## src/rtl/spi_slave_pkg.sv

```systemverilog
// register map, field layout and semaphore states of the pin-routed spi slave
package spi_slave_pkg;
  localparam logic [11:0] OFS_TAKE = 12'h024;
  localparam logic [11:0] OFS_GIVE = 12'h028;
  localparam logic [11:0] OFS_SUB_TAKE = 12'h0a4;
  localparam logic [11:0] OFS_SUB_GIVE = 12'h0a8;
  localparam logic [11:0] OFS_EV_DONE = 12'h104;
  localparam logic [11:0] OFS_EV_RXFULL = 12'h110;
  localparam logic [11:0] OFS_EV_GRANT = 12'h128;
  localparam logic [11:0] OFS_PUB_DONE = 12'h184;
  localparam logic [11:0] OFS_PUB_RXFULL = 12'h190;
  localparam logic [11:0] OFS_PUB_GRANT = 12'h1a8;
  localparam logic [11:0] OFS_LINKS = 12'h200;
  localparam logic [11:0] OFS_MASK_SET = 12'h304;
  localparam logic [11:0] OFS_MASK_CLR = 12'h308;
  localparam logic [11:0] OFS_SEM = 12'h400;
  localparam logic [11:0] OFS_ERRS = 12'h440;
  localparam logic [11:0] OFS_ONOFF = 12'h500;
  localparam logic [11:0] OFS_ROUTE_CLK = 12'h508;
  localparam logic [11:0] OFS_ROUTE_OUT = 12'h50c;
  localparam logic [11:0] OFS_ROUTE_IN = 12'h510;
  localparam logic [11:0] OFS_ROUTE_SEL = 12'h514;
  localparam logic [11:0] OFS_RX_BASE = 12'h534;
  localparam logic [11:0] OFS_RX_LIMIT = 12'h538;
  localparam logic [11:0] OFS_RX_LAST = 12'h53c;
  localparam logic [11:0] OFS_TX_BASE = 12'h544;
  localparam logic [11:0] OFS_TX_LIMIT = 12'h548;
  localparam logic [11:0] OFS_TX_LAST = 12'h54c;
  localparam logic [11:0] OFS_FORMAT = 12'h554;
  localparam logic [11:0] OFS_IGN_CHAR = 12'h55c;
  localparam logic [11:0] OFS_OVR_CHAR = 12'h5c0;
  localparam logic [11:0] OFS_TX_WIN = 12'h800;
  localparam logic [11:0] OFS_RX_WIN = 12'ha00;
  localparam int CONNECT_BIT = 31;
  localparam int HOOK_EN_BIT = 31;
  localparam int CPHA_BIT = 1;
  localparam int CPOL_BIT = 2;
  localparam int ERR_OVERREAD_BIT = 0;
  localparam int ERR_OVERFLOW_BIT = 1;
  localparam int CNT_W = 13;
  localparam logic [3:0] ONOFF_ON = 4'h2;
  localparam logic [31:0] ROUTE_RESET = 32'hffffffff;
  localparam logic [31:0] HOOK_MASK = 32'h8000000f;
  localparam logic [31:0] CNT_MASK = 32'h00001fff;
  localparam logic [31:0] CHAR_MASK = 32'h000000ff;
  localparam logic [31:0] FORMAT_MASK = 32'h00000006;
  localparam logic [31:0] ONOFF_MASK = 32'h0000000f;
  localparam logic [31:0] LINK_MASK = 32'h00000001;
  localparam logic [2:0] BYTE_LAST = 3'h7;
  typedef enum logic [1:0] {
    SEM_FREE = 2'b00,
    SEM_CPU = 2'b01,
    SEM_SLAVE = 2'b10,
    SEM_CPU_WAIT = 2'b11
  } sem_e;
endpackage

```

## src/rtl/spi_slave_pins.sv

```systemverilog
// pin-routed spi slave with semaphore-shared byte buffers and a wishbone register port
// Behaviour
// each slave signal uses the pad named by its own route register.
// a route marked disconnected ties its signal to no pad.
// routes apply only while enabled; otherwise pads follow gpio value and setup.
// software changes route registers only while the slave is off.
// software sets the four pads as gpio inputs before enabling.
// the slave-out pad floats whenever select is inactive.
// software lets only one peripheral drive any pad.
// writing 1 to give trigger frees the cpu hold; take trigger requests it.
// rx full flag becomes 1 when the rx limit is reached; else reads 0.
// take and give hooks fire their task from an enabled selected channel.
// done, rx full and granted events pulse their enabled selected channel.
// ignored transactions send the ignored fill character throughout.
// rx bytes last holds bytes stored in the latest granted transaction.
// tx bytes last holds bytes read in the latest granted transaction.
// bytes stored per granted transaction stop at the rx limit.
// bytes read per granted transaction stop at the tx limit.
// select falling tries to take the semaphore; failure ignores the transaction.
// a granted transaction ending releases the semaphore and raises done.
// link bit 1 makes done trigger the take task.
// on-off value 2 enables the slave, 0 disables it.
// software clears a flag with 0 before waiting for its next event.
`timescale 1ns/1ns
`default_nettype none
module spi_slave_pins #(
  parameter int NPINS = 32,
  parameter int CHANS = 16,
  parameter int BUF_DEPTH = 16
) (
  input wire logic clk_sys,
  input wire logic rst,
  input wire logic ce,
  input wire logic cyc,
  input wire logic stb,
  input wire logic we,
  input wire logic [11:0] adr,
  input wire logic [3:0] sel,
  input wire logic [31:0] wrData,
  output logic ack,
  output logic [31:0] rdData,
  input wire logic [NPINS-1:0] padIn,
  output logic [NPINS-1:0] padOut,
  output logic [NPINS-1:0] padOe,
  input wire logic [NPINS-1:0] gpioOut,
  input wire logic [NPINS-1:0] gpioOe,
  input wire logic [CHANS-1:0] chanIn,
  output logic [CHANS-1:0] chanOut
);
  localparam int BW = $clog2(BUF_DEPTH);
  localparam int CW = spi_slave_pkg::CNT_W;

  function automatic logic [31:0] merge(input logic [31:0] old, input logic [31:0] wd, input logic [3:0] be);
    logic [31:0] res;
    res = old;
    for (int b = 0; b < 4; b++)
    begin
      if (be[b])
        res[8*b+:8] = wd[8*b+:8];
    end
    return res;
  endfunction

  function automatic logic pickPin(input logic [31:0] route, input logic [NPINS-1:0] pads, input logic idle);
    return route[spi_slave_pkg::CONNECT_BIT] ? idle : pads[route[4:0]];
  endfunction

  function automatic logic hookHit(input logic [31:0] hook, input logic [CHANS-1:0] chans);
    return hook[spi_slave_pkg::HOOK_EN_BIT] & chans[hook[3:0]];
  endfunction

  logic ack_r;
  logic [31:0] rdData_r, rdNxt;
  logic [NPINS-1:0] padOut_r, padOe_r, padS1_r, padS2_r;
  logic [CHANS-1:0] chanOut_r, chanNxt;
  logic [31:0] subTake_r, subGive_r, pubDone_r, pubRx_r, pubGrant_r, links_r, onOff_r;
  logic [31:0] routeClk_r, routeOut_r, routeIn_r, routeSel_r;
  logic [31:0] rxBase_r, rxLimit_r, txBase_r, txLimit_r, format_r, ignChar_r, ovrChar_r;
  logic [2:0] intMask_r;
  logic evDone_r, evRx_r, evGrant_r;
  logic [1:0] errs_r;
  spi_slave_pkg::sem_e sem_r, semNxt;
  logic [CW-1:0] rxLast_r, txLast_r, rxCnt_r, txCnt_r, txCntUse;
  logic [7:0] txBuf_r [BUF_DEPTH];
  logic [7:0] rxBuf_r [BUF_DEPTH];
  logic csnQ_r, sckQ_r, act_r, granted_r, first_r;
  logic [2:0] bitCnt_r;
  logic [6:0] rxSh_r;
  logic [7:0] txSh_r, txByte;
  logic en, cpol, cpha, csnNow, sckNow, mosiNow, csnFall, csnRise, lead, trail, sampleE, shiftE;
  logic wbReq, wbWr, takeTrig, giveTrig, grantEnd, grantNow, grantEvt, byteDone, rxStore, rxFullNow;
  logic overflowNow, loadNext, txLoad, txGrant, txFromBuf, overreadNow;
  logic [BW-1:0] winIdx;
  logic txWinHit, rxWinHit;

  assign ack = ack_r;
  assign rdData = rdData_r;
  assign padOut = padOut_r;
  assign padOe = padOe_r;
  assign chanOut = chanOut_r;

  assign en = onOff_r[3:0] == spi_slave_pkg::ONOFF_ON;
  assign cpol = format_r[spi_slave_pkg::CPOL_BIT];
  assign cpha = format_r[spi_slave_pkg::CPHA_BIT];
  // disconnected inputs idle in their inactive level
  assign csnNow = pickPin(routeSel_r, padS2_r, 1'b1);
  assign sckNow = pickPin(routeClk_r, padS2_r, cpol);
  assign mosiNow = pickPin(routeIn_r, padS2_r, 1'b0);
  assign csnFall = en & csnQ_r & ~csnNow & ~act_r;
  assign csnRise = act_r & csnNow;
  assign lead = cpol ? (sckQ_r & ~sckNow) : (~sckQ_r & sckNow);
  assign trail = cpol ? (~sckQ_r & sckNow) : (sckQ_r & ~sckNow);
  assign sampleE = act_r & ~csnNow & (cpha ? trail : lead);
  assign shiftE = act_r & ~csnNow & (cpha ? lead : trail);

  assign wbReq = ce & cyc & stb & ~ack_r;
  assign wbWr = wbReq & we;
  assign winIdx = adr[BW+1:2];
  assign txWinHit = adr[11:BW+2] == spi_slave_pkg::OFS_TX_WIN[11:BW+2];
  assign rxWinHit = adr[11:BW+2] == spi_slave_pkg::OFS_RX_WIN[11:BW+2];
  assign takeTrig = (wbWr & adr == spi_slave_pkg::OFS_TAKE & sel[0] & wrData[0]) | hookHit(subTake_r, chanIn);
  assign giveTrig = (wbWr & adr == spi_slave_pkg::OFS_GIVE & sel[0] & wrData[0]) | hookHit(subGive_r, chanIn);
  assign grantEnd = csnRise & granted_r;

  assign byteDone = sampleE & bitCnt_r == spi_slave_pkg::BYTE_LAST;
  assign rxStore = byteDone & granted_r & (rxCnt_r < rxLimit_r[CW-1:0]);
  assign rxFullNow = rxStore & (rxCnt_r + 13'h1 == rxLimit_r[CW-1:0]);
  assign overflowNow = byteDone & granted_r & ~rxStore;

  // next byte is fetched on the shift edge after the last bit of the previous one
  assign loadNext = shiftE & ~(cpha & first_r) & bitCnt_r == 3'h0;
  assign txLoad = csnFall | loadNext;
  assign txGrant = csnFall ? grantNow : granted_r;
  assign txCntUse = csnFall ? '0 : txCnt_r;
  assign txFromBuf = txLoad & txGrant & (txCntUse < txLimit_r[CW-1:0]);
  assign overreadNow = txLoad & txGrant & ~txFromBuf;
  always_comb
  begin
    if (!txGrant)
      txByte = ignChar_r[7:0];
    else if (txFromBuf)
      txByte = txBuf_r[txBase_r[BW-1:0] + txCntUse[BW-1:0]];
    else
      txByte = ovrChar_r[7:0];
  end

  // semaphore: a cpu take in the same cycle as select falling wins the race
  always_comb
  begin
    semNxt = sem_r;
    grantNow = 1'b0;
    grantEvt = 1'b0;
    if (!en)
      semNxt = spi_slave_pkg::SEM_CPU;
    else if (grantEnd)
    begin
      if (sem_r == spi_slave_pkg::SEM_CPU_WAIT || links_r[0] || takeTrig)
      begin
        semNxt = spi_slave_pkg::SEM_CPU;
        grantEvt = 1'b1;
      end
      else
        semNxt = spi_slave_pkg::SEM_FREE;
    end
    else if (takeTrig)
    begin
      unique case (sem_r)
        spi_slave_pkg::SEM_FREE, spi_slave_pkg::SEM_CPU:
        begin
          semNxt = spi_slave_pkg::SEM_CPU;
          grantEvt = 1'b1;
        end
        spi_slave_pkg::SEM_SLAVE: semNxt = spi_slave_pkg::SEM_CPU_WAIT;
        spi_slave_pkg::SEM_CPU_WAIT: semNxt = sem_r;
      endcase
    end
    else if (csnFall && sem_r == spi_slave_pkg::SEM_FREE)
    begin
      semNxt = spi_slave_pkg::SEM_SLAVE;
      grantNow = 1'b1;
    end
    else if (giveTrig && sem_r == spi_slave_pkg::SEM_CPU)
      semNxt = spi_slave_pkg::SEM_FREE;
  end

  always_ff @(posedge clk_sys)
  begin
    if (rst)
      sem_r <= spi_slave_pkg::SEM_CPU;
    else if (ce)
      sem_r <= semNxt;
  end

  // pad inputs cross into clk_sys through two flops
  always_ff @(posedge clk_sys)
  begin
    if (rst)
    begin
      padS1_r <= '0;
      padS2_r <= '0;
      csnQ_r <= 1'b1;
      sckQ_r <= 1'b0;
    end
    else if (ce)
    begin
      padS1_r <= padIn;
      padS2_r <= padS1_r;
      csnQ_r <= csnNow;
      sckQ_r <= sckNow;
    end
  end

  // bit engine, msb first
  always_ff @(posedge clk_sys)
  begin
    if (rst)
    begin
      act_r <= 1'b0;
      granted_r <= 1'b0;
      first_r <= 1'b0;
      bitCnt_r <= '0;
      rxSh_r <= '0;
      txSh_r <= '0;
      rxCnt_r <= '0;
      txCnt_r <= '0;
      rxLast_r <= '0;
      txLast_r <= '0;
    end
    else if (ce)
    begin
      if (csnFall)
      begin
        act_r <= 1'b1;
        granted_r <= grantNow;
        first_r <= 1'b1;
        bitCnt_r <= '0;
        rxCnt_r <= '0;
      end
      else if (!en || csnRise)
      begin
        act_r <= 1'b0;
        granted_r <= 1'b0;
      end
      if (grantEnd)
      begin
        rxLast_r <= rxCnt_r;
        txLast_r <= txCnt_r;
      end
      if (sampleE)
      begin
        rxSh_r <= {rxSh_r[5:0], mosiNow};
        bitCnt_r <= bitCnt_r + 3'h1;
      end
      if (rxStore)
        rxCnt_r <= rxCnt_r + 13'h1;
      if (txLoad)
      begin
        txSh_r <= txByte;
        txCnt_r <= txFromBuf ? txCntUse + 13'h1 : txCntUse;
      end
      else if (shiftE)
      begin
        if (cpha && first_r)
          first_r <= 1'b0;
        else
          txSh_r <= {txSh_r[6:0], 1'b0};
      end
    end
  end

  // incoming data of an ignored transaction never reaches the buffer
  always_ff @(posedge clk_sys)
  begin
    if (ce && rxStore)
      rxBuf_r[rxBase_r[BW-1:0] + rxCnt_r[BW-1:0]] <= {rxSh_r, mosiNow};
    if (ce && wbWr && txWinHit)
      txBuf_r[winIdx] <= wrData[7:0];
  end

  // pads: gpio settings unless the slave is on and the route is connected
  always_ff @(posedge clk_sys)
  begin
    if (rst)
    begin
      padOut_r <= '0;
      padOe_r <= '0;
    end
    else if (ce)
    begin
      for (int i = 0; i < NPINS; i++)
      begin
        if (en && !routeOut_r[spi_slave_pkg::CONNECT_BIT] && routeOut_r[4:0] == 5'(i))
        begin
          padOut_r[i] <= txSh_r[7];
          padOe_r[i] <= ~csnNow;
        end
        else
        begin
          padOut_r[i] <= gpioOut[i];
          padOe_r[i] <= gpioOe[i];
        end
      end
    end
  end

  // flags and errors: a hardware set wins over a software clear
  always_ff @(posedge clk_sys)
  begin
    if (rst)
    begin
      evDone_r <= 1'b0;
      evRx_r <= 1'b0;
      evGrant_r <= 1'b0;
      errs_r <= '0;
    end
    else if (ce)
    begin
      evDone_r <= grantEnd | ((wbWr && adr == spi_slave_pkg::OFS_EV_DONE) ? wrData[0] : evDone_r);
      evRx_r <= rxFullNow | ((wbWr && adr == spi_slave_pkg::OFS_EV_RXFULL) ? wrData[0] : evRx_r);
      evGrant_r <= grantEvt | ((wbWr && adr == spi_slave_pkg::OFS_EV_GRANT) ? wrData[0] : evGrant_r);
      errs_r[spi_slave_pkg::ERR_OVERREAD_BIT] <= overreadNow | (errs_r[spi_slave_pkg::ERR_OVERREAD_BIT]
        & ~(wbWr && adr == spi_slave_pkg::OFS_ERRS && wrData[spi_slave_pkg::ERR_OVERREAD_BIT]));
      errs_r[spi_slave_pkg::ERR_OVERFLOW_BIT] <= overflowNow | (errs_r[spi_slave_pkg::ERR_OVERFLOW_BIT]
        & ~(wbWr && adr == spi_slave_pkg::OFS_ERRS && wrData[spi_slave_pkg::ERR_OVERFLOW_BIT]));
    end
  end

  always_comb
  begin
    chanNxt = '0;
    if (pubDone_r[spi_slave_pkg::HOOK_EN_BIT] && grantEnd)
      chanNxt[pubDone_r[3:0]] = 1'b1;
    if (pubRx_r[spi_slave_pkg::HOOK_EN_BIT] && rxFullNow)
      chanNxt[pubRx_r[3:0]] = 1'b1;
    if (pubGrant_r[spi_slave_pkg::HOOK_EN_BIT] && grantEvt)
      chanNxt[pubGrant_r[3:0]] = 1'b1;
  end

  always_ff @(posedge clk_sys)
  begin
    if (rst)
      chanOut_r <= '0;
    else if (ce)
      chanOut_r <= chanNxt;
  end

  // configuration registers
  always_ff @(posedge clk_sys)
  begin
    if (rst)
    begin
      {subTake_r, subGive_r, pubDone_r, pubRx_r, pubGrant_r, links_r, onOff_r} <= '0;
      {routeClk_r, routeOut_r, routeIn_r, routeSel_r} <= {4{spi_slave_pkg::ROUTE_RESET}};
      {rxBase_r, rxLimit_r, txBase_r, txLimit_r, format_r, ignChar_r, ovrChar_r} <= '0;
      intMask_r <= '0;
    end
    else if (wbWr)
    begin
      unique case (adr)
        spi_slave_pkg::OFS_SUB_TAKE: subTake_r <= merge(subTake_r, wrData, sel) & spi_slave_pkg::HOOK_MASK;
        spi_slave_pkg::OFS_SUB_GIVE: subGive_r <= merge(subGive_r, wrData, sel) & spi_slave_pkg::HOOK_MASK;
        spi_slave_pkg::OFS_PUB_DONE: pubDone_r <= merge(pubDone_r, wrData, sel) & spi_slave_pkg::HOOK_MASK;
        spi_slave_pkg::OFS_PUB_RXFULL: pubRx_r <= merge(pubRx_r, wrData, sel) & spi_slave_pkg::HOOK_MASK;
        spi_slave_pkg::OFS_PUB_GRANT: pubGrant_r <= merge(pubGrant_r, wrData, sel) & spi_slave_pkg::HOOK_MASK;
        spi_slave_pkg::OFS_LINKS: links_r <= merge(links_r, wrData, sel) & spi_slave_pkg::LINK_MASK;
        spi_slave_pkg::OFS_MASK_SET: intMask_r <= intMask_r | wrData[2:0];
        spi_slave_pkg::OFS_MASK_CLR: intMask_r <= intMask_r & ~wrData[2:0];
        spi_slave_pkg::OFS_ONOFF: onOff_r <= merge(onOff_r, wrData, sel) & spi_slave_pkg::ONOFF_MASK;
        spi_slave_pkg::OFS_ROUTE_CLK: routeClk_r <= merge(routeClk_r, wrData, sel);
        spi_slave_pkg::OFS_ROUTE_OUT: routeOut_r <= merge(routeOut_r, wrData, sel);
        spi_slave_pkg::OFS_ROUTE_IN: routeIn_r <= merge(routeIn_r, wrData, sel);
        spi_slave_pkg::OFS_ROUTE_SEL: routeSel_r <= merge(routeSel_r, wrData, sel);
        spi_slave_pkg::OFS_RX_BASE: rxBase_r <= merge(rxBase_r, wrData, sel);
        spi_slave_pkg::OFS_RX_LIMIT: rxLimit_r <= merge(rxLimit_r, wrData, sel) & spi_slave_pkg::CNT_MASK;
        spi_slave_pkg::OFS_TX_BASE: txBase_r <= merge(txBase_r, wrData, sel);
        spi_slave_pkg::OFS_TX_LIMIT: txLimit_r <= merge(txLimit_r, wrData, sel) & spi_slave_pkg::CNT_MASK;
        spi_slave_pkg::OFS_FORMAT: format_r <= merge(format_r, wrData, sel) & spi_slave_pkg::FORMAT_MASK;
        spi_slave_pkg::OFS_IGN_CHAR: ignChar_r <= merge(ignChar_r, wrData, sel) & spi_slave_pkg::CHAR_MASK;
        spi_slave_pkg::OFS_OVR_CHAR: ovrChar_r <= merge(ovrChar_r, wrData, sel) & spi_slave_pkg::CHAR_MASK;
        default: ;
      endcase
    end
  end

  // read mux; unmapped words read zero and are still acknowledged
  always_comb
  begin
    rdNxt = '0;
    if (txWinHit)
      rdNxt = {24'h0, txBuf_r[winIdx]};
    else if (rxWinHit)
      rdNxt = {24'h0, rxBuf_r[winIdx]};
    else
    begin
      case (adr)
        spi_slave_pkg::OFS_SUB_TAKE: rdNxt = subTake_r;
        spi_slave_pkg::OFS_SUB_GIVE: rdNxt = subGive_r;
        spi_slave_pkg::OFS_EV_DONE: rdNxt = {31'h0, evDone_r};
        spi_slave_pkg::OFS_EV_RXFULL: rdNxt = {31'h0, evRx_r};
        spi_slave_pkg::OFS_EV_GRANT: rdNxt = {31'h0, evGrant_r};
        spi_slave_pkg::OFS_PUB_DONE: rdNxt = pubDone_r;
        spi_slave_pkg::OFS_PUB_RXFULL: rdNxt = pubRx_r;
        spi_slave_pkg::OFS_PUB_GRANT: rdNxt = pubGrant_r;
        spi_slave_pkg::OFS_LINKS: rdNxt = links_r;
        spi_slave_pkg::OFS_MASK_SET, spi_slave_pkg::OFS_MASK_CLR: rdNxt = {29'h0, intMask_r};
        spi_slave_pkg::OFS_SEM: rdNxt = {30'h0, sem_r};
        spi_slave_pkg::OFS_ERRS: rdNxt = {30'h0, errs_r};
        spi_slave_pkg::OFS_ONOFF: rdNxt = onOff_r;
        spi_slave_pkg::OFS_ROUTE_CLK: rdNxt = routeClk_r;
        spi_slave_pkg::OFS_ROUTE_OUT: rdNxt = routeOut_r;
        spi_slave_pkg::OFS_ROUTE_IN: rdNxt = routeIn_r;
        spi_slave_pkg::OFS_ROUTE_SEL: rdNxt = routeSel_r;
        spi_slave_pkg::OFS_RX_BASE: rdNxt = rxBase_r;
        spi_slave_pkg::OFS_RX_LIMIT: rdNxt = rxLimit_r;
        spi_slave_pkg::OFS_RX_LAST: rdNxt = {19'h0, rxLast_r};
        spi_slave_pkg::OFS_TX_BASE: rdNxt = txBase_r;
        spi_slave_pkg::OFS_TX_LIMIT: rdNxt = txLimit_r;
        spi_slave_pkg::OFS_TX_LAST: rdNxt = {19'h0, txLast_r};
        spi_slave_pkg::OFS_FORMAT: rdNxt = format_r;
        spi_slave_pkg::OFS_IGN_CHAR: rdNxt = ignChar_r;
        spi_slave_pkg::OFS_OVR_CHAR: rdNxt = ovrChar_r;
        default: rdNxt = '0;
      endcase
    end
  end

  always_ff @(posedge clk_sys)
  begin
    if (rst)
    begin
      ack_r <= 1'b0;
      rdData_r <= '0;
    end
    else if (ce)
    begin
      ack_r <= wbReq;
      if (wbReq)
        rdData_r <= rdNxt;
    end
  end
endmodule
`default_nettype wire

```

## config.mk

```make
export PLATFORM = sky130hd
export DESIGN_NAME = spi_slave_pins
export DESIGN_NICKNAME = d
export VERILOG_FILES = /design/src/rtl/spi_slave_pkg.sv /design/src/rtl/spi_slave_pins.sv
export SDC_FILE = /design/constraint.sdc
export NUM_CORES = 2
export LEC_CHECK = 0
export BUFFER_PORTS_ARGS = -buffer_cell sky130_fd_sc_hd__buf_2
export CORE_MARGIN = 2
export CORE_UTILIZATION = 30
export CTS_BUF_LIST = sky130_fd_sc_hd__clkbuf_16
export DETAILED_ROUTE_END_ITERATION = 8
export HOLD_SLACK_MARGIN = 0.03
export PLACE_DENSITY = 0.47
export SLEW_MARGIN = 5
export SYNTH_ARGS = -nofsm -noshare
export SYNTH_HDL_FRONTEND = slang
export SYNTH_SLANG_ARGS = --single-unit
```

## constraint.sdc

```tcl
create_clock -name clk_sys -period 4.1 [get_ports clk_sys]
set_input_delay 0.82 -clock clk_sys [delete_from_list [all_inputs] [get_ports clk_sys]]
set_output_delay 0.82 -clock clk_sys [all_outputs]
set_load 0.05 [all_outputs]
```

==> implementation parameters <==
Parameter                              Value

Floorplanning
  Initial core utilization    0.303
  Height of the chip    between 300 and 400 um
  DIE AREA    between 100,000 and 150,000 um2
  Number of cell rows    127
  Ports placed on the boundary    around 280
  Area of the core    120,000 um2
  Horizontal die dimension    roughly 350 um

Route
  Total vias in the final route    a little under 30,000
  Number of DRC violations after detailed-routing iteration 0    2,829
  Total DRC errors in the routed layout    0
  Post-detailed-route count of antenna-violating nets    0
  DRT Wirelength    127,000 um
  Avg WL per Cell    22.9 um
  Detailed-routing iteration count for the pre-antenna-repair pass    9
  Post-detailed-route via-to-cell ratio    about 5.3

Layout
  Final std cell area, no fill    44,100 um2
  FILL cells    12,000
  Commonest cells after routing, fill and taps aside    dfxtp_1 (527), nand2_1 (526), nor2_1 (342)
  Share of post-route cells with drive strength above 1    0.224
  Area growth from synthesis to layout    20.9%
  Most frequent standard cell in the layout excluding fill and tap cells    dfxtp_1
  Final core area utilization    0.366
  Sequential standard cell area    around 18,000 um2
  Net total in the final layout    a little over 4,000
  Footprint of the multi-input gates    roughly 17,000 um2

Clock network
  Root buffer cell    clkbuf_16
  Hold-fix buffers, CTS    0
  Maximum root-to-sink buffer count    3
  Clk Latency, worst-skew pair    approximately 0.69 ns
  Clock transition at the registers of the reported paths    0.06 ns
  Clock sink count    approximately 780
  TritonCTS clock tree    yes
  H-tree level count    3
  Inserted Clock Buffers    90

STA
  Final hold violation count    0
  Maximum clock frequency    0.250 GHz
  Final Slew Violations    0
  Clock skew after layout    0.0402 ns
  Final critical delay including setup and external delays    around 4 ns
  Ratio of final minimum period to clock period    0.977
  Count of final setup violators    0
  Setup repair after global routing missed its margin    true
  Max-slew headroom    0.335
  Slew of the pin with the lowest slew margin    between 0.9 and 1 ns

Synthesis
  Proportion of synthesized flip-flops having asynchronous set or reset    0
  Number of flops mapped to enable cells by yosys    approximately 260
  Count of distinct cell types in the synthesized netlist    between 90 and 100
  Leading post-synthesis cells by cell area    dfxtp_1 (29%), edfxtp_1 (21%), mux2i_1 (8.6%)
  Share of cell area taken by muxes after synthesis    0.178
  Post-synthesis compound-gate area fraction    0.116
  Sequential element share of the synthesized area    0.501
  Yosys warning count    0
  Adder-cell area share of the yosys netlist    0.0123
  Mapped Cells    about 3,500
  Flops & latches, synth    about 780
  Number of nets in the synthesized netlist    approximately 3,700
  Area of the mapped netlist    36,500 um2
  Largest family of logic cells by synthesized area    multiplexers
  Area share of the leading cell type in the synthesized netlist    0.290
  Biggest area consumer among synthesized cells    dfxtp_1
  Synth Area per Inst    approximately 10 um2
  Leading register cell type out of synthesis    dfxtp_1
  Fraction of synthesized cell area in xor and xnor cells    0.00800
  Synth Area in Simple Gates    0.152

Placement
  Placer congestion estimate    between 0.9 and 1
  Standard cell area after detailed placement    roughly 41,000 um2
  Detail Placement HPWL    approximately 90,000 um
  Number of port buffers    between 200 and 300

Setup path
  Data arrival time at the worst-slack endpoint    4.56 ns
  Reg-to-reg slack, setup    between 0.09 and 0.1 ns
  Crit Path Max Fanout    7
  Endpoint of the worst register-to-register path    txCnt_r[7]
  Critical Path, Cell by Cell    buf_6 > mux4_2 > a2bb2oi_2 > nand4b_1 > and4_4 > buf_6 > buf_4 > and2_4 > nor2_1 > ha_2 > maj3_1 > maj3_2 > a31oi_2 > buf_4 > o211a_4 > buf_12 > buf_8 > nand3_2 > mux2_4
  Reg2reg path depth    19
  Type of destination of the critical path    register
  Worst stage delay on the critical path    roughly 0.5 ns
  Slowest-stage cell, CP    mux4_2
  Critical path startpoint category    register
  Required time of the critical path    around 4.7 ns
  Category of the most critical setup path    reg -> reg
  Startpoint of the worst register-to-register path    routeSel_r[1]

Hold path
  Worst min-delay path endpoint    padS1_r[27]
  Min-Delay Path Depth    3
  Class of the worst hold path    in -> reg
  Hold path start    padIn[27]

Power
  Total power divided by cell area    between 300 and 400 nW/um2
  Static power due to leakage    roughly 16 nW
  Max rail drop VDD    between 0.3 and 0.4 mV
  Total power after layout    between 15 and 20 mW

GRT
  First-pass GRT wire length    189,000 um
  Overflow left after global routing    0
  Total routing resource utilization after global routing    0.198
  Pin count of the biggest net entering global routing    about 170
  Via count of the first global-routing pass    between 20,000 and 30,000
  Antenna violations before repair    12

Run status
  Status    completed

Run
  Max cap viols    0
## routing by layer
metal / track usage / part of all wire / vias to the layer above
met5: 0 / 0.00045 / -
met4: 0.0632 / 0.028 / 8
met2: 0.319 / 0.46 / 959
met1: 0.270 / 0.45 / 14500
li1: - / - / 13600
met3: 0.0353 / 0.061 / 181
## cell usage after synthesis, types with 19 or more instances
master / n
a22oi_1: 52
nand4_1: 23
a21oi_1: 218
buf_2: 21
nor2b_1: 24
a311oi_1: 48
and3_1: 26
dfxtp_1: 528
nor3_1: 49
buf_1: 21
nand2_1: 528
inv_1: 48
o21ai_0: 111
nand3_1: 122
mux2i_1: 312
a21o_1: 23
a222oi_1: 34
clkbuf_1: 189
a211oi_1: 36
mux2_2: 22
nor2_1: 349
ha_1: 31
a221oi_1: 24
xnor2_1: 19
nand2b_1: 20
mux4_2: 131
edfxtp_1: 256
## repair_timing
action | 4_1_cts | 5_1_grt
resized for setup | 14 | 44
pin swaps | 2 | 19
cloned | 1 | 0
hold endpoints to repair | 0 | 0
endpoints found under the setup margin | 19 | 95
buffers inserted | 4 | 9
## layout make-up
cell class              instances  area share
diodes                          7    0.000397
well taps                    1612      0.0458
repair buffers                500      0.0762
clock buffers                  90      0.0511
multi-input cells            2429       0.391
inverters                      48     0.00414
flip-flops and latches        784       0.414
clock inverters                75      0.0168
## cell families after synthesis
family	after synthesis
AOI/OAI and AO/OA	641
xor gates and xnor gates	29
adders and majority gates	35
buffers and inverters	291
DFF	784
muxes	476
and+or+nand+nor	1248
## where the power goes
part / switching (mW) / internal [mW] / total, mW
combinational: 0.658 / 0.305 / 0.963
clock: 3.45 / 4.78 / 8.23
sequential: 0.0533 / 8.07 / 8.12
## critical path, delay by kind of cell, from the launching register on
family	cells	cell delay, ns
adders and majority gates	3	0.84
and+or+nand+nor	5	0.62
muxes	2	0.80
buffers and inverters	6	0.71
AOI/OAI and AO/OA	3	0.52
DFF	1	0.38
## worst max path at each step
| stage | from | to | cells after the start |
|---|---|---|---|
| floorplan | routeSel_r[1] | txCnt_r[11] | 19 |
| global placement | routeSel_r[1] | txSh_r[3] | 19 |
| detailed placement | routeSel_r[1] | txSh_r[3] | 17 |
| CTS | routeSel_r[1] | txSh_r[2] | 18 |
| global route | routeSel_r[1] | txCnt_r[4] | 19 |
| finish | routeSel_r[1] | txCnt_r[7] | 19 |
## per-stage QoR
| step | hold slack [ns] | setup TNS [ns] | instances | setup WS (ns) |
|---|---|---|---|---|
| 2_1_floorplan | 0.425 | 0 | 3504 | 0.0153 |
| 4_1_cts | 0.335 | 0 | 5530 | 0.0197 |
| 5_1_grt | 0.359 | -0.0772 | 5545 | -0.0378 |
| 6_report | 0.369 | 0 | 5545 | 0.0923 |
| 3_5_place_dp | 0.445 | -3.25 | 5360 | -0.267 |
| 3_3_place_gp | 0.439 | -2.40 | 5360 | -0.226 |
(Power assumes the default switching activity.)
